==> config.mk <==
export PLATFORM = sky130hd
export DESIGN_NAME = event_cause_and_global_status
export DESIGN_NICKNAME = d
export VERILOG_FILES = /design/src/rtl/evt_pkg.sv /design/src/rtl/event_cause_and_global_status.sv
export VERILOG_INCLUDE_DIRS = /design/src /design/src/rtl
export SDC_FILE = /design/constraint.sdc
export NUM_CORES = 1
export LEC_CHECK = 0
export BUFFER_PORTS_ARGS = -buffer_cell sky130_fd_sc_hd__buf_4
export CAP_MARGIN = 25
export CORE_MARGIN = 2
export CORE_UTILIZATION = 25
export DETAILED_ROUTE_END_ITERATION = 8
export GPL_ROUTABILITY_DRIVEN = 1
export PLACE_DENSITY_LB_ADDON = 0.12
export SLEW_MARGIN = 10
export SYNTH_ARGS = -nofsm -noshare
export SYNTH_HDL_FRONTEND = slang
export SYNTH_SLANG_ARGS = --single-unit
==> constraint.sdc <==
create_clock -name clk -period 2.91 [get_ports clk]
set_input_delay 0.1455 -clock clk [delete_from_list [all_inputs] [get_ports clk]]
set_output_delay 0.1455 -clock clk [all_outputs]
set_load 0.01 [all_outputs]
==> src/rtl/evt_consts.svh <==
`ifndef EVT_CONSTS_SVH
`define EVT_CONSTS_SVH

// register map of the serial control interface
`define EVT_CAUSE_ADDR 8'h05
`define LIVE_STAT_ADDR 8'h06
`define UNMAPPED_READ 8'h00

// event cause flag positions
`define FLG_REG_FAULT 7
`define FLG_WDT 6
`define FLG_SOFT_CRST 5
`define FLG_SOFT_OFF 4
`define FLG_MAN_RST 3
`define FLG_UVLO 2
`define FLG_OVLO 1
`define FLG_THERMAL_OVERLOAD_FLAG 0
`define EVT_CAUSE_RESET 8'h00

// soft control field codes
`define SOFT_CODE_CRST 2'b01
`define SOFT_CODE_OFF 2'b10

// live status reset values (bias ready, dropout 0/1, alarm high/low)
`define LIVE_IN_RESET 5'h10
`define IRQ_DRIVE_RESET 1'b0
`define EN_STABLE_RESET 1'b1

// interrupt flag vector width fed from the interrupt registers
`define INT_FLAG_W 16

// serial slave address, arbitrary value
`define DEV_ADDR 7'h48

// enable input debounce time and clock
`define CLK_PERIOD_NS 50
`define DEB_TIME_NS 30000
`define DEB_CYCLES ((`DEB_TIME_NS + `CLK_PERIOD_NS - 1) / `CLK_PERIOD_NS)
`define DEB_CNT_W 10

`endif

==> src/rtl/evt_pkg.sv <==
package evt_pkg;

  // one-cycle or level event requests from the supervisory logic
  typedef struct packed {
    logic regulator_fault;  // shutdown caused by a buck-boost channel fault
    logic wdt_expired;      // watchdog expiry acted on (off or reset)
    logic manual_reset;     // manual reset completed
    logic sys_undervolt;    // system supply under lockout threshold
    logic sys_overvolt;     // system supply over lockout threshold
    logic thermal_overload; // junction over overload threshold
  } event_in_t;

  // live comparator levels, asynchronous to clk
  typedef struct packed {
    logic bias_ready;
    logic first_ldo_dropout;
    logic second_ldo_dropout;
    logic thermal_alarm_high;
    logic thermal_alarm_low;
  } live_in_t;

  // serial engine states, one-hot
  typedef enum logic [6:0] {
    st_idle = 7'h01,
    st_addr = 7'h02,
    st_ack_addr = 7'h04,
    st_wr = 7'h08,
    st_ack_wr = 7'h10,
    st_rd = 7'h20,
    st_ack_rd = 7'h40
  } ser_state_t;

endpackage

==> src/rtl/event_cause_and_global_status.sv <==
`timescale 1ns/100ps
`include "evt_consts.svh"
module event_cause_and_global_status #(
  parameter logic metal_option_id = 1'b1  // factory option, value arbitrary
) (
  input wire logic clk,
  input wire logic nrst,
  input wire logic scl,
  input wire logic sda_in,
  output logic sda_drv,
  output logic sda_oe,
  input wire evt_pkg::event_in_t events,
  input wire logic [1:0] soft_control_field,
  input wire logic soft_action_done,
  input wire evt_pkg::live_in_t live,
  input wire logic enable_input_active_low,
  input wire logic [`INT_FLAG_W-1:0] int_flags,
  input wire logic [`INT_FLAG_W-1:0] int_masks,
  output logic interrupt_output_active_low_drv,
  output logic interrupt_output_active_low_oe
);
  import evt_pkg::*;

  // ==========================================================
  // pin synchronisers
  // ==========================================================
  logic scl_m, scl_s, scl_d;  // scl meta, synced, delayed
  logic sda_m, sda_s, sda_d;  // sda meta, synced, delayed
  logic en_m, en_s;           // enable pin meta and synced
  live_in_t live_m, live_s;   // comparator levels

  // two flops per pin, plus a delayed third for scl and sda; the meta stage feeds no logic
  always_ff @(posedge clk) begin
    if (!nrst) begin
      // idle-high lines, so no false edge follows reset
      {scl_m, scl_s, scl_d, sda_m, sda_s, sda_d, en_m, en_s} <= 8'hff;
    end else begin
      scl_m <= scl;
      scl_s <= scl_m;
      scl_d <= scl_s;
      sda_m <= sda_in;
      sda_s <= sda_m;
      sda_d <= sda_s;
      en_m <= enable_input_active_low;
      en_s <= en_m;
    end
  end

  // comparator levels change slowly but are not clk related
  always_ff @(posedge clk) begin
    if (!nrst) begin
      {live_m, live_s} <= {2{`LIVE_IN_RESET}};
    end else begin
      live_m <= live;
      live_s <= live_m;
    end
  end

  // bus conditions seen on the synced lines
  logic scl_rise, scl_fall, start_cond, stop_cond;
  assign scl_rise = scl_s & ~scl_d;
  assign scl_fall = ~scl_s & scl_d;
  assign start_cond = scl_s & scl_d & sda_d & ~sda_s;
  assign stop_cond = scl_s & scl_d & ~sda_d & sda_s;

  // ==========================================================
  // enable input debounce
  // ==========================================================
  logic en_stable;                   // debounced pin level
  logic [`DEB_CNT_W-1:0] deb_cnt;    // cycles the new level has held

  // a level must hold the full debounce time before it is taken;
  // any bounce restarts the count, so short glitches never show
  always_ff @(posedge clk) begin
    if (!nrst) begin
      {en_stable, deb_cnt} <= {`EN_STABLE_RESET, `DEB_CNT_W'(0)};
    end else if (en_s == en_stable) begin
      deb_cnt <= '0;
    end else if (deb_cnt == `DEB_CNT_W'(`DEB_CYCLES - 1)) begin
      en_stable <= en_s;
      deb_cnt <= '0;
    end else begin
      deb_cnt <= deb_cnt + `DEB_CNT_W'(1);
    end
  end

  // ==========================================================
  // interrupt output drive
  // ==========================================================
  logic [`INT_FLAG_W-1:0] pend_prev;  // raw flags last cycle
  logic [`INT_FLAG_W-1:0] pend_now;   // unmasked flags this cycle
  logic irq_gate;                     // gate drive, high pulls pin low
  logic pend_rise;

  assign pend_now = int_flags & ~int_masks;
  assign pend_rise = |(pend_now & ~pend_prev);

  // assert on a flag going 0 to 1 while unmasked (unmasking a flag
  // already set is no new event); release only when every flag,
  // masked or not, is gone; a new rise beats the release
  always_ff @(posedge clk) begin
    if (!nrst) begin
      {pend_prev, irq_gate} <= {`INT_FLAG_W'(0), `IRQ_DRIVE_RESET};
    end else begin
      pend_prev <= int_flags;
      if (pend_rise) begin
        irq_gate <= 1'b1;
      end else if (int_flags == '0) begin
        irq_gate <= 1'b0;
      end
    end
  end

  // open drain: only ever drives low
  assign interrupt_output_active_low_drv = 1'b0;
  assign interrupt_output_active_low_oe = irq_gate;

  // ==========================================================
  // event cause flags
  // ==========================================================
  logic [7:0] event_cause_flags;  // sticky causes since last read
  logic [7:0] flag_set;           // causes raised this cycle
  logic rd_clear;                 // the flag byte is being sent

  always_comb begin
    flag_set = 8'h00;
    flag_set[`FLG_REG_FAULT] = events.regulator_fault;
    // both watchdog actions (off or reset) report the same cause
    flag_set[`FLG_WDT] = events.wdt_expired;
    flag_set[`FLG_SOFT_CRST] = soft_action_done
      & (soft_control_field == `SOFT_CODE_CRST);
    flag_set[`FLG_SOFT_OFF] = soft_action_done
      & (soft_control_field == `SOFT_CODE_OFF);
    flag_set[`FLG_MAN_RST] = events.manual_reset;
    flag_set[`FLG_UVLO] = events.sys_undervolt;
    flag_set[`FLG_OVLO] = events.sys_overvolt;
    flag_set[`FLG_THERMAL_OVERLOAD_FLAG] = events.thermal_overload;
  end

  // clear happens as the byte is captured for sending, so the host
  // sees exactly what is wiped; a set in that cycle survives
  always_ff @(posedge clk) begin
    if (!nrst) begin
      event_cause_flags <= `EVT_CAUSE_RESET;
    end else if (rd_clear) begin
      event_cause_flags <= flag_set;
    end else begin
      event_cause_flags <= event_cause_flags | flag_set;
    end
  end

  // ==========================================================
  // live status word
  // ==========================================================
  logic [7:0] global_live_status;
  assign global_live_status = {
    metal_option_id,
    live_s.bias_ready,
    live_s.first_ldo_dropout,
    live_s.second_ldo_dropout,
    live_s.thermal_alarm_high,
    live_s.thermal_alarm_low,
    ~en_stable,
    irq_gate
  };

  // ==========================================================
  // serial slave engine
  // ==========================================================
  ser_state_t state, next_state;
  logic [3:0] bitcnt, next_bitcnt;   // bits moved in current byte
  logic [7:0] shreg, next_shreg;     // receive shifter
  logic [7:0] tx, next_tx;           // transmit shifter
  logic [7:0] ptr, next_ptr;         // register pointer
  logic oe_r, next_oe;               // sda pull low
  logic rw, next_rw;                 // read transfer
  logic first, next_first;           // next written byte is pointer
  logic mack, next_mack;             // master acked last byte
  logic ld_tx;                       // read byte captured
  logic [7:0] read_word;             // byte at pointer

  // unmapped addresses read back zero
  always_comb begin
    unique case (ptr)
      `EVT_CAUSE_ADDR: read_word = event_cause_flags;
      `LIVE_STAT_ADDR: read_word = global_live_status;
      default: read_word = `UNMAPPED_READ;
    endcase
  end

  assign rd_clear = ld_tx & (ptr == `EVT_CAUSE_ADDR);

  // sampling on rising scl, driving after falling scl keeps sda
  // stable while scl is high; no clock stretching is done
  always_comb begin
    next_state = state;
    next_bitcnt = bitcnt;
    next_shreg = shreg;
    next_tx = tx;
    next_ptr = ptr;
    next_oe = oe_r;
    next_rw = rw;
    next_first = first;
    next_mack = mack;
    ld_tx = 1'b0;
    if (stop_cond) begin
      next_state = st_idle;  // stop ends any transfer
      next_oe = 1'b0;
    end else if (start_cond) begin
      next_state = st_addr;  // start or repeated start
      next_bitcnt = 4'h0;
      next_oe = 1'b0;
    end else begin
      unique case (state)
        st_idle: begin
          next_oe = 1'b0;
        end
        st_addr: begin
          if (scl_rise) begin
            next_shreg = {shreg[6:0], sda_s};
            next_bitcnt = bitcnt + 4'h1;
          end else if (scl_fall && bitcnt == 4'h8) begin
            if (shreg[7:1] == `DEV_ADDR) begin
              next_state = st_ack_addr;  // acknowledge our address
              next_oe = 1'b1;
              next_rw = shreg[0];
            end else begin
              next_state = st_idle;  // other slave, stay off the bus
            end
          end
        end
        st_ack_addr: begin
          if (scl_fall) begin
            next_bitcnt = 4'h0;
            if (rw) begin
              next_state = st_rd;
              ld_tx = 1'b1;
              next_tx = read_word;
              next_oe = ~read_word[7];
              next_ptr = ptr + 8'h01;
            end else begin
              next_state = st_wr;
              next_oe = 1'b0;
              next_first = 1'b1;
            end
          end
        end
        st_wr: begin
          if (scl_rise) begin
            next_shreg = {shreg[6:0], sda_s};
            next_bitcnt = bitcnt + 4'h1;
          end else if (scl_fall && bitcnt == 4'h8) begin
            next_state = st_ack_wr;
            next_oe = 1'b1;
            // later bytes are acked but dropped: registers are read only
            if (first) begin
              next_ptr = shreg;
              next_first = 1'b0;
            end
          end
        end
        st_ack_wr: begin
          if (scl_fall) begin
            next_state = st_wr;
            next_oe = 1'b0;
            next_bitcnt = 4'h0;
          end
        end
        st_rd: begin
          if (scl_rise) begin
            next_bitcnt = bitcnt + 4'h1;
          end else if (scl_fall) begin
            if (bitcnt == 4'h8) begin
              next_state = st_ack_rd;  // free sda for master ack
              next_oe = 1'b0;
            end else begin
              next_tx = {tx[6:0], 1'b0};
              next_oe = ~tx[6];
            end
          end
        end
        st_ack_rd: begin
          if (scl_rise) begin
            next_mack = ~sda_s;
          end else if (scl_fall) begin
            next_bitcnt = 4'h0;
            if (mack) begin
              next_state = st_rd;  // burst continues at next address
              ld_tx = 1'b1;
              next_tx = read_word;
              next_oe = ~read_word[7];
              next_ptr = ptr + 8'h01;
            end else begin
              next_state = st_idle;  // nack: wait for stop
            end
          end
        end
      endcase
    end
  end

  // serial engine state registers
  always_ff @(posedge clk) begin
    if (!nrst) begin
      state <= st_idle;
      {bitcnt, shreg, tx, ptr, oe_r, rw, first, mack} <= '0;
    end else begin
      state <= next_state;
      bitcnt <= next_bitcnt;
      shreg <= next_shreg;
      tx <= next_tx;
      ptr <= next_ptr;
      oe_r <= next_oe;
      rw <= next_rw;
      first <= next_first;
      mack <= next_mack;
    end
  end

  // open drain data line
  assign sda_drv = 1'b0;
  assign sda_oe = oe_r;

endmodule

### Word-level counts from Yosys, hierarchy flattened

Cells that the tools add are included.

* $add $sub $neg: 3
* eq/ne operators: 44
* mux-type cells: 71
* bitwise gates (word level): 27
* reduce and logical (&&, ||, !) cells: 27

Operators by type and width (count)
* $mux 7: 19
* $mux 8: 9
* $pmux 7 s6: 1
* $reduce_and 12->1: 3
* $ne 2x2->1 const B: 17
* $ne 3x3->1 const B: 11
* $and 16x16->16: 2
* $not 16->16: 2
* $mux 1: 27
* $pmux 8 s3: 1
* $reduce_and 11->1: 2
* $pmux 7 s3: 1
* $eq 8x3->1 const B: 2
* $logic_not 16->1: 1
* $mux 4: 4
* $pmux 8 s2: 1
* $reduce_or 16->1: 1
* $eq 7x7->1 const B: 2
* $mux 6: 2
* $not 1->1: 12
* $pmux 4 s3: 1
* $reduce_and 4->1: 3
* $add 10x1->10 const B: 1
* $and 1x1->1: 10
* 30 further kinds: 37

* bits in registers: 92
* input bits: 51
* logic and storage cells: 205

### Logic depth before layout (Yosys ltp)

Gate-level depths: netlist (run 1).

* depth in word-level cells: 9
* mapped depth: 9
* depth with buffers taken out: 7

### Worst setup path after synthesis (run 1)

OpenSTA, ideal clock, no wires.

* path kind: register -> register
* from: register state[0]
* to: register tx[0]
* setup time: 0.071 ns
* arrival time: 2.283 ns
* path slack: 0.557 ns
* cell stages (with the launch flop): 8
* path through: dfxtp_1 buf_6 or3_4 a211o_1 or4_1 clkbuf_2 or4_1 a21oi_1

* word-level cells in the longest chain between the ends: 3
* elaborated cells on any way between the ends: 14
* those cells by class: eq/ne (11); mux (1); reduce/logical (2)

RTL lines
* start: declaration: line event_cause_and_global_status.sv:170 `ser_state_t state, next_state;`
* start signal: assignment: line event_cause_and_global_status.sv:305 `state <= st_idle;`
* start signal: assignment: line event_cause_and_global_status.sv:308 `state <= next_state;`
* $eq 7x6->1 (tied with other cells): line event_cause_and_global_status.sv:214 `unique case (state)`
* $ne 2x2->1 (no source line) or $reduce_bool 3->1 (tied branches)
* $reduce_and 11->1 (no source line)
* end signal: assignment: line event_cause_and_global_status.sv:311 `tx <= next_tx;`
* end: declaration: line event_cause_and_global_status.sv:173 `logic [7:0] tx, next_tx;`

Parallel ways exist; a longest one is shown, timed or not.
A chain may end at the register's enable or synchronous reset.

### Worst setup path after layout (run 1)

* from: register state[6]
* to: register event_cause_flags[4]

* word-level cells in the longest chain between the ends: 6
* elaborated cells on any way between the ends: 7
* those cells by class: eq/ne (2); mux (4); bitwise (1)

RTL lines
* $eq 7x7->1 or $eq 7x3->1 (tied branches): line event_cause_and_global_status.sv:214
* $pmux 1 s2 (*): line event_cause_and_global_status.sv:214
* $mux 1 (*): line event_cause_and_global_status.sv:209 `end else if (start_cond) begin`
* $mux 1 (*): line event_cause_and_global_status.sv:206 `if (stop_cond) begin`
* $and 1x1->1 (*): line event_cause_and_global_status.sv:191 `` assign rd_clear = ld_tx & (ptr == `EVT_CAUSE_ADDR); ``
* $mux 8 (*): line event_cause_and_global_status.sv:145 `end else if (rd_clear) begin`
* end signal: assignment: line event_cause_and_global_status.sv:144 `` event_cause_flags <= `EVT_CAUSE_RESET; ``
* end signal: assignment: line event_cause_and_global_status.sv:146 `event_cause_flags <= flag_set;`
* end signal: assignment: line event_cause_and_global_status.sv:148 `event_cause_flags <= event_cause_flags | flag_set;`
* end: declaration: line event_cause_and_global_status.sv:121 `logic [7:0] event_cause_flags;`

Every way passes the cells marked *; elsewhere a longest branch is shown, timed or not.

==> results.sh, run 1 <==
export IMPL_ant_nets=0
export IMPL_dieArea_um2=18300
export IMPL_gp_congestion=0.857
export IMPL_grt_max_degree=36
export IMPL_synth_cell_type_count=58
export IMPL_p_total_mw=2.70
export IMPL_cts_root_buffer="clkbuf_16"
export IMPL_cts_resized=0
export IMPL_io_buffer_count=52
export IMPL_clockBufferDepth=2
export IMPL_vias=3944
export IMPL_max_slew_worst_pin_slew_ns=0.671
export IMPL_path_cells="nor4b_1, a32oi_1, or4b_2, a32oi_1, nor2_1"
export IMPL_end_kind="flop"
export IMPL_layout_cells_most_common="dfxtp_1"
export IMPL_area_growth_pct=23.6
export IMPL_drt_wl_total_mm=12.4
export IMPL_synthArstFlopShare=0
export IMPL_ioPinCount=55
export IMPL_cts_tree="done"
export IMPL_syn_area_per_cell_um2=8.37
export IMPL_synth_area_um2=4320
export IMPL_dr_pass1_iters=4
export IMPL_die_x_um=135
export IMPL_drv_cap=0
export IMPL_grt_pass1_vias=3896
export IMPL_crit_cells=5
export IMPL_grt_pass1_wl_mm=20.0
export IMPL_cts_htree_levels=3
export IMPL_cp_data_arrival_time_ns=2.70
export IMPL_nets=626
export IMPL_drc=0
export IMPL_vias_per_cell=4.94
export IMPL_cts_made_buffers=9
export IMPL_worstReg2RegStart="state[6]$_SDFFE_PP0P_"
export IMPL_setup_tns_ns=0
export IMPL_crit_end="event_cause_flags[4]$_SDFF_PN0_"
export IMPL_start_util=0.252
export IMPL_setup_worst_path_class="flop to flop"
export IMPL_core_um2=17100
export IMPL_die_h_um=135
export IMPL_synth_edff_count=0
export IMPL_required_ns=3.13
export IMPL_diodes=0
export IMPL_drv_slew=0
export IMPL_dp_hpwl_mm=8.86
export IMPL_critPathLaunch="state[6]$_SDFFE_PP0P_"
export IMPL_r2r_cells=5
export IMPL_rsz0062_at_grt="no"
export IMPL_relSlewSlack=0.551
export IMPL_fin_skew_ns=0.00687
export IMPL_antenna_found_initial=0
export IMPL_critPathMaxFanout=11
export IMPL_globalRouteTotalUtil=0.140
export IMPL_status="complete, no violations"
export IMPL_vdd_drop_max_mv=0.230
export IMPL_final_period_utilization=0.851
export IMPL_rrSetupSlack_ns=0.43
export IMPL_hold_viol=0
export IMPL_clock_sinks=92
export IMPL_routedWlPerCell_um=15.5
export IMPL_worst_slack_ns=0.434
export IMPL_min_path_type="input port to flop"
export IMPL_critPathMaxStageDelay_ns=0.85
export IMPL_fin_crit_ns=2.48
export IMPL_overflow=0
export IMPL_setup_viol=0
export IMPL_worstReg2RegEnd="event_cause_flags[4]$_SDFF_PN0_"
export IMPL_hold_buffers=11
export IMPL_rows=48
export IMPL_drive_above_1_share=0.148
export IMPL_powerDensity_nw_per_um2=505
export IMPL_crit_family="simple AND/OR/NAND/NOR gates"
export IMPL_crit_slowest_cell="or4b_2"
export IMPL_fmax_mhz=404
export IMPL_p_leak_nw=1.98
export IMPL_synth_warnings=0
export IMPL_synth_ff_type="dfxtp_1"
export IMPL_clk_pin_slew_ns=0.07
export IMPL_start_kind="flop"
export IMPL_post_cts_buffers=0
export IMPL_final_cell_mix="dfxtp_1, buf_4, nor2_1"
export IMPL_syn_inst=516
export IMPL_dr_first_iter_drc_count=199
export IMPL_crit_buf_inv=0
export IMPL_worstSkewPairLatency_ns=0.35
export IMPL_synth_seq_cells=92
export IMPL_place_ws_ns=0.373
export IMPL_ys_seq_area_frac=0.426
export IMPL_cpMostUsedCell="a32oi_1"
## final cells by class
| cell class | count | area (um2) |
|---|---|---|
| inverters | 10 | 37.5 |
| flip-flops and latches | 92 | 1840 |
| well taps | 225 | 282 |
| clock buffers | 9 | 225 |
| clock inverters | 7 | 73.8 |
| repair buffers | 75 | 588 |
| fillers | 1854 | 11800 |
| multi-input cells | 381 | 2290 |
## synthesized netlist by cell type (all sizes together), types with 2 or more instances
| cell type | number | area [um2] |
|---|---|---|
| a211o | 3 | 26.3 |
| a21oi | 48 | 240 |
| a22o | 3 | 26.3 |
| a22oi | 16 | 120 |
| a311oi | 3 | 26.3 |
| a31oi | 2 | 12.5 |
| a32oi | 3 | 26.3 |
| and2 | 25 | 156 |
| and3 | 10 | 62.6 |
| buf | 7 | 50.0 |
| clkbuf | 27 | 103 |
| dfxtp | 92 | 1840 |
| ha | 6 | 75.1 |
| inv | 9 | 33.8 |
| mux2i | 4 | 40.0 |
| nand2 | 32 | 120 |
| nand2b | 13 | 81.3 |
| nand3 | 29 | 145 |
| nand3b | 4 | 30.0 |
| nand4 | 8 | 50.1 |
| nor2 | 51 | 191 |
| nor2b | 6 | 37.5 |
| nor3 | 20 | 100 |
| nor3b | 4 | 30.0 |
| nor4 | 10 | 62.6 |
| nor4b | 5 | 43.8 |
| o21ai | 12 | 60.1 |
| o311ai | 9 | 78.8 |
| o31ai | 16 | 120 |
| or3 | 3 | 23.8 |
| or4 | 2 | 15.0 |
| xnor2 | 3 | 26.3 |
| xor2 | 11 | 96.3 |
## how the worst min path moves through the flow
| stage | start | to | slack [ns] | cells past startpoint |
|---|---|---|---|---|
| 6_report | events[1] | event_cause_flags[1]$_SDFF_PN0_ | 0.01 | 3 |
| 3_3_place_gp | scl | scl_m$_SDFF_PN1_ | 0.33 | 2 |
| 2_1_floorplan | enable_input_active_low | en_m$_SDFF_PN1_ | 0.25 | 1 |
| 4_1_cts | int_flags[5] | pend_prev[5]$_SDFF_PN0_ | 0.002 | 2 |
| 5_1_grt | int_flags[9] | pend_prev[9]$_SDFF_PN0_ | 0.01 | 2 |
| 3_5_place_dp | sda_in | sda_m$_SDFF_PN1_ | 0.33 | 2 |
## kinds of logic after synthesis
| logic type | after synthesis | synth area share |
|---|---|---|
| DFF | 92 | 0.426 |
| buffers and inverters | 44 | 0.0440 |
| adders and majority gates | 6 | 0.0174 |
| muxes | 4 | 0.00927 |
| other | 1 | 0.000868 |
| xor gates and xnor gates | 14 | 0.0284 |
| AOI/OAI and AO/OA | 128 | 0.197 |
| and+or+nand+nor | 227 | 0.276 |
## registers in the layout (all words and copies together), names as in the netlist, 4 cells and up
name	cells
ptr	8
pend_prev	16
event_cause_flags	8
deb_cnt	10
shreg	8
live_m	5
bitcnt	4
tx	7
state	7
global_live_status	5
## through the flow
step	cells	utilization	hold slack, ns	area, um2
2_1_floorplan	517	-	0.247	4320
3_3_place_gp	771	0.288	0.328	4920
3_5_place_dp	771	0.288	0.332	4920
4_1_cts	798	0.312	0.00213	5330
5_1_grt	799	0.312	0.0125	5340
6_report	799	0.312	0.00994	5340
## power breakdown
| part | internal [mW] | switching, mW |
|---|---|---|
| Combinational | 0.0955 | 0.0883 |
| Sequential | 1.29 | 0.0184 |
| Clock | 0.671 | 0.532 |
| Total | 2.06 | 0.639 |
## routing by layer
metal  routed length [um]  vias to the layer above  GRT usage
li1                     -                     1977          -
met1                 5860                     1870      0.180
met2                 5750                       74      0.223
met3                  393                       23     0.0254
met4                  361                        0     0.0729
met5                    0                        -          0
## worst min-delay path, cell delays in order
cell	delay [ns]
buf_4	0.08
a21oi_1	0.03
nor2_1	0.07
Power figures use the tool's default switching activity.
==> inputs of run 2 (changes only) <==
BUFFER_PORTS_ARGS = -buffer_cell sky130_fd_sc_hd__buf_2   (was -buffer_cell sky130_fd_sc_hd__buf_4)
clock period = 2.5 ns   (was 2.91 ns; I/O delays follow)
==> results.sh, run 2 (same netlist as run 1, synthesis figures left out) <==
export IMPL_worst_slack_ns=0.255
export IMPL_critPathMaxFanout=5
export IMPL_final_cell_mix="dfxtp_1, buf_2, nor2_1"
export IMPL_dp_hpwl_mm=8.85
export IMPL_worstSkewPairLatency_ns=0.35
export IMPL_gp_congestion=0.888
export IMPL_drc=0
export IMPL_cp_data_arrival_time_ns=2.52
export IMPL_cts_htree_levels=3
export IMPL_final_period_utilization=0.898
export IMPL_required_ns=2.78
export IMPL_start_util=0.252
export IMPL_relSlewSlack=0.621
export IMPL_overflow=0
export IMPL_cts_root_buffer="clkbuf_16"
export IMPL_p_switching_mw=0.726
export IMPL_p_total_mw=3.14
export IMPL_fin_skew_ns=0.00963
export IMPL_max_slew_worst_pin_slew_ns=0.564
export IMPL_dr_first_iter_drc_count=216
export IMPL_setup_worst_path_class="flop to flop"
export IMPL_ant_nets=0
export IMPL_drv_slew=0
export IMPL_top_regs="pend_prev: 16 flops, deb_cnt: 10 flops"
export IMPL_core_um2=17100
export IMPL_ioPinCount=55
export IMPL_end_kind="flop"
export IMPL_antenna_found_initial=0
export IMPL_status="complete, no violations"
export IMPL_setup_tns_ns=0
export IMPL_vdd_drop_max_mv=0.274
export IMPL_clock_sinks=92
export IMPL_setup_viol=0
export IMPL_whs_ns=0.0141
export IMPL_largest_reg_flops=16
export IMPL_worstReg2RegStart="state[0]$_SDFFE_PP1P_"
export IMPL_drt_wl_total_mm=12.2
export IMPL_routedWlPerCell_um=14.8
export IMPL_num_fill_cells=1840
export IMPL_powerDensity_nw_per_um2=581
export IMPL_r2r_cells=5
export IMPL_power_frac_seq=0.485
export IMPL_hold_viol=0
export IMPL_pwr_share_comb=0.065
export IMPL_nets=647
export IMPL_top_register="pend_prev"
export IMPL_grt_max_degree=36
export IMPL_cts_made_buffers=9
export IMPL_dr_pass1_iters=4
export IMPL_die_h_um=135
export IMPL_drive_above_1_share=0.173
export IMPL_cell_internal_pwr_mw=2.41
export IMPL_switching_share=0.232
export IMPL_grt_pass1_wl_mm=20.1
export IMPL_start_kind="flop"
export IMPL_final_cell_area_um2=5400
export IMPL_final_util=0.315
export IMPL_area_growth_pct=25.0
export IMPL_layout_cells_non_filler=820
export IMPL_placed_cell_area_um2=4950
export IMPL_fmax_mhz=445
export IMPL_min_path_type="input port to flop"
export IMPL_die_x_um=135
export IMPL_min_from="events[5]"
export IMPL_clockBufferDepth=2
export IMPL_rsz0062_at_grt="no"
export IMPL_hold_path_end="event_cause_flags[7]$_SDFF_PN0_"
export IMPL_drv_cap=0
export IMPL_clkPwrFrac=0.450
export IMPL_dpl_cell_count=790
export IMPL_diodes=0
export IMPL_layout_cells_most_common="dfxtp_1"
export IMPL_place_ws_ns=0.280
export IMPL_io_buffer_count=52
export IMPL_cts_resized=0
export IMPL_rrSetupSlack_ns=0.25
export IMPL_cts_tree="done"
export IMPL_globalRouteTotalUtil=0.138
export IMPL_worstReg2RegEnd="tx[0]$_SDFFE_PN0P_"
export IMPL_rows=48
export IMPL_grt_pass1_vias=3918
export IMPL_holdPathStages=3
export IMPL_p_leak_nw=2.05
export IMPL_clk_pin_slew_ns=0.07
export IMPL_dieArea_um2=18300
export IMPL_vias=4004
export IMPL_fin_crit_ns=2.25
export IMPL_post_cts_buffers=0
export IMPL_vias_per_cell=4.88
-- run 2: changes by cell type in the layout (fill, tap and decap cells not counted), sizes merged --
cell         previous run  this run
dlygate4sd3            11        14
clkinv                  4         3
buf                    63        82
-- run 2: how the worst max path moves through the flow --
stage	start	to	depth (start not counted)
CTS	state[0]$_SDFFE_PP1P_	tx[0]$_SDFFE_PN0P_	5
floorplan	state[0]$_SDFFE_PP1P_	tx[0]$_SDFFE_PN0P_	7
global route	state[4]$_SDFFE_PP0P_	state[3]$_SDFFE_PP0P_	6
finish	state[0]$_SDFFE_PP1P_	tx[0]$_SDFFE_PN0P_	5
global placement	state[0]$_SDFFE_PP1P_	tx[0]$_SDFFE_PN0P_	5
detailed placement	state[0]$_SDFFE_PP1P_	tx[0]$_SDFFE_PN0P_	5
-- run 2: power by group through the flow --
stage | clock network, mW | logic, mW | registers (mW)
CTS | 1.46 | 0.206 | 1.52
global placement | 0 | 0.189 | 1.55
global route | 1.51 | 0.226 | 1.53
floorplan | 0 | 0.107 | 1.55
finish | 1.41 | 0.203 | 1.52
detailed placement | 0 | 0.189 | 1.56
-- run 2: layer usage --
| layer | global-route usage | part of all wire | vias to the layer above |
|---|---|---|---|
| met1 | 0.181 | 0.48 | 1888 |
| met2 | 0.223 | 0.47 | 67 |
| met4 | 0.0561 | 0.024 | 0 |
| met5 | 0 | 0 | - |
| li1 | - | - | 2032 |
| met3 | 0.0269 | 0.029 | 17 |
-- run 2: final cells by class --
class / instances / area (um2) / share of cell area
repair buffers: 96 / 638 / 0.118
clock buffers: 10 / 239 / 0.0443
flip-flops and latches: 92 / 1840 / 0.341
well taps: 225 / 282 / 0.0522
inverters: 10 / 37.5 / 0.00695
clock inverters: 6 / 68.8 / 0.0127
multi-input cells: 381 / 2290 / 0.424
-- run 2: repair_timing --
action / in CTS / in global routing
setup endpoints to repair: 0 / 0
hold buffers: 14 / 0
endpoints found under the hold margin: 14 / 0
-- run 2: worst max-delay path, stage by stage, from the launching register on --
cell     delay, ns
dfxtp_1       0.31
or3_4         0.42
a211o_1       0.30
or4_1         0.55
or4_1         0.48
a21oi_1       0.12
==> inputs of run 3 (changes only) <==
--- a/config.mk
+++ b/config.mk
@@ -7,4 +7,5 @@
 export NUM_CORES = 1
 export LEC_CHECK = 0
+export ABC_AREA = 1
 export BUFFER_PORTS_ARGS = -buffer_cell sky130_fd_sc_hd__buf_2
 export CAP_MARGIN = 25
==> constraint.sdc (replaced) <==
create_clock -name clk -period 2.5 [get_ports clk]
set_input_delay 0.125 -clock clk [delete_from_list [all_inputs] [get_ports clk]]
set_output_delay 0.125 -clock clk [all_outputs]
set_load 0.02 [all_outputs]
==> results.sh, run 3 <==
export IMPL_dr_pass1_iters=4
export IMPL_setup_viol=0
export IMPL_place_ws_ns=0.575
export IMPL_synth_edff_count=0
export IMPL_crit_end="tx[6]$_SDFFE_PN0P_"
export IMPL_required_ns=2.79
export IMPL_top_register="pend_prev"
export IMPL_drv_slew=0
export IMPL_cpMostUsedCell="nand2_1"
export IMPL_cts_htree_levels=3
export IMPL_layout_cells_non_filler=967
export IMPL_grt_met1_usage=0.161
export IMPL_start_kind="flop"
export IMPL_fin_skew_ns=0.00795
export IMPL_die_x_um=139
export IMPL_cts_made_buffers=9
export IMPL_grtUsageMet3=0.0180
export IMPL_core_um2=17900
export IMPL_synth_area_um2=4530
export IMPL_die_h_um=139
export IMPL_nets=790
export IMPL_rsz0062_at_grt="no"
export IMPL_max_slew_worst_pin_slew_ns=0.629
export IMPL_io_buffer_count=52
export IMPL_clk_pin_slew_ns=0.07
export IMPL_diodes=0
export IMPL_drt_wl_total_mm=11.2
export IMPL_vias=4223
export IMPL_hold_buffers=29
export IMPL_worstReg2RegStart="ptr[0]$_SDFFE_PN0P_"
export IMPL_synth_cell_type_count=37
export IMPL_grt_pass1_vias=4022
export IMPL_status="complete, no violations"
export IMPL_critPathLaunch="ptr[0]$_SDFFE_PN0P_"
export IMPL_antenna_found_initial=0
export IMPL_worstReg2RegEnd="tx[6]$_SDFFE_PN0P_"
export IMPL_use_met2=0.202
export IMPL_powerDensity_nw_per_um2=584
export IMPL_final_period_utilization=0.724
export IMPL_dr_first_iter_drc_count=215
export IMPL_seq_area_um2=1840
export IMPL_cts_root_buffer="clkbuf_16"
export IMPL_dp_hpwl_mm=8.42
export IMPL_p_total_mw=3.30
export IMPL_syn_inst=652
export IMPL_whs_ns=0.0172
export IMPL_largest_reg_flops=16
export IMPL_yosysMostFrequentCell="nand2_1"
export IMPL_hold_viol=0
export IMPL_fmax_mhz=553
export IMPL_multiInputGateArea_um2=2240
export IMPL_synth_seq_cells=92
export IMPL_critPathMaxFanout=8
export IMPL_relSlewSlack=0.579
export IMPL_start_util=0.253
export IMPL_post_cts_buffers=0
export IMPL_ant_nets=0
export IMPL_syn_area_per_cell_um2=6.95
export IMPL_synth_area_leaders="dfxtp_1, nand2_1, nor2_1"
export IMPL_synth_top_area_cell="dfxtp_1"
export IMPL_crit_slowest_cell="nor2_1"
export IMPL_vdd_drop_max_mv=0.269
export IMPL_dpl_cell_count=922
export IMPL_end_kind="flop"
export IMPL_grt_max_degree=56
export IMPL_cts_tree="done"
export IMPL_dieArea_um2=19200
export IMPL_gp_congestion=0.821
export IMPL_top_regs="pend_prev: 16 flops, deb_cnt: 10 flops"
export IMPL_rrSetupSlack_ns=0.69
export IMPL_cp_data_arrival_time_ns=2.10
export IMPL_ioPinCount=55
export IMPL_globalRouteTotalUtil=0.122
export IMPL_fin_crit_ns=1.81
export IMPL_synth_warnings=0
export IMPL_drc=0
export IMPL_area_growth_pct=24.6
export IMPL_r2r_cells=10
export IMPL_path_cells="inv_1, ha_1, nand3_1, nor2_1, nand2_1, nand3_1, o21ai_0, nand2_1, nand2_1, nor2_1"
export IMPL_worstSkewPairLatency_ns=0.35
export IMPL_synth_ff_type="dfxtp_1"
export IMPL_clock_sinks=92
export IMPL_setup_tns_ns=0
export IMPL_routedWlPerCell_um=11.6
export IMPL_setup_worst_path_class="flop to flop"
export IMPL_vias_per_cell=4.37
export IMPL_drv_cap=0
export IMPL_clockBufferDepth=2
export IMPL_rows=49
export IMPL_cts_resized=0
export IMPL_synth_commonest_cells="nand2_1, nor2_1, dfxtp_1"
export IMPL_grt_pass1_wl_mm=19.3
export IMPL_num_fill_cells=1968
export IMPL_worst_slack_ns=0.691
export IMPL_critPathMaxStageDelay_ns=0.51
export IMPL_p_leak_nw=2.67
export IMPL_final_cell_mix="nand2_1, nor2_1, dfxtp_1"
export IMPL_synthArstFlopShare=0
export IMPL_drive_above_1_share=0.179
export IMPL_layout_cells_most_common="nand2_1"
export IMPL_grt_busiest_layer="met2"
export IMPL_ys_seq_area_frac=0.407
export IMPL_overflow=0
export IMPL_min_path_type="input port to flop"
export IMPL_synth_top_area_frac=0.407
## run 3: cell count changes in the layout (fill, tap and decap cells not counted), sizes merged, moves of 13 or more
| cell | delta |
|---|---|
| a21oi | -18 |
| a22oi | -16 |
| and2 | -25 |
| buf | -27 |
| dlygate4sd3 | +15 |
| inv | +89 |
| nand2 | +125 |
| nand2b | -13 |
| nand3 | +14 |
| nor2 | +60 |
| o21ai | +22 |
| o31ai | -13 |
## run 3: cells by family (layout without fill, tap and decap cells)
| logic type | Yosys count | in the layout | share of synthesized area |
|---|---|---|---|
| XOR/XNOR | 5 | 5 | 0.00967 |
| AND/OR/NAND/NOR | 366 | 366 | 0.384 |
| other | 1 | 2 | 0.000828 |
| buffers and inverters | 113 | 198 | 0.0994 |
| flip-flops | 92 | 92 | 0.407 |
| adder cells (fa/ha/maj) | 6 | 6 | 0.0166 |
| AO/OA/AOI/OAI | 69 | 69 | 0.0829 |
## run 3: worst max-delay path: cells and delay by family, from the launching register on
kind / cells / cell delay, ns
fa+ha+maj: 1 / 0.15
buf+inv: 1 / 0.10
flops: 1 / 0.35
simple gates: 7 / 1.07
compound gates: 1 / 0.10
## run 3: layer usage
metal / vias up / part of all wire
met3: 12 / 0.030
li1: 2216 / -
met1: 1924 / 0.49
met4: 0 / 0.017
met5: - / 0
met2: 71 / 0.46
## run 3: final cells by class
cell class	count	share of cell area
clock buffers	9	0.0399
clock inverters	7	0.0186
inverters	98	0.0654
multi-input cells	448	0.397
flip-flops and latches	92	0.326
well taps	229	0.0508
repair buffers	84	0.102
## run 3: worst min path at each step
stage	end	from	slack, ns	depth (start not counted)
global route	pend_prev[14]$_SDFF_PN0_	int_flags[14]	0.03	3
global placement	en_m$_SDFF_PN1_	enable_input_active_low	0.31	2
finish	pend_prev[14]$_SDFF_PN0_	int_flags[14]	0.02	3
floorplan	pend_prev[0]$_SDFF_PN0_	int_flags[0]	0.22	2
detailed placement	live_m[2]$_SDFF_PN0_	live[2]	0.31	3
CTS	pend_prev[14]$_SDFF_PN0_	int_flags[14]	0.008	3
## run 3: power by group
part           total [mW]  internal [mW]  switching, mW
sequential           1.53           1.51         0.0215
combinational       0.245          0.115          0.130
clock                1.52          0.893          0.631
total                3.30           2.52          0.783
## run 3: stage by stage
stage / area (um2) / utilization
6_report: 5640 / 0.315
5_1_grt: 5640 / 0.315
4_1_cts: 5640 / 0.315
3_5_place_dp: 5020 / 0.281
3_3_place_gp: 5020 / 0.281
2_1_floorplan: 4530 / -
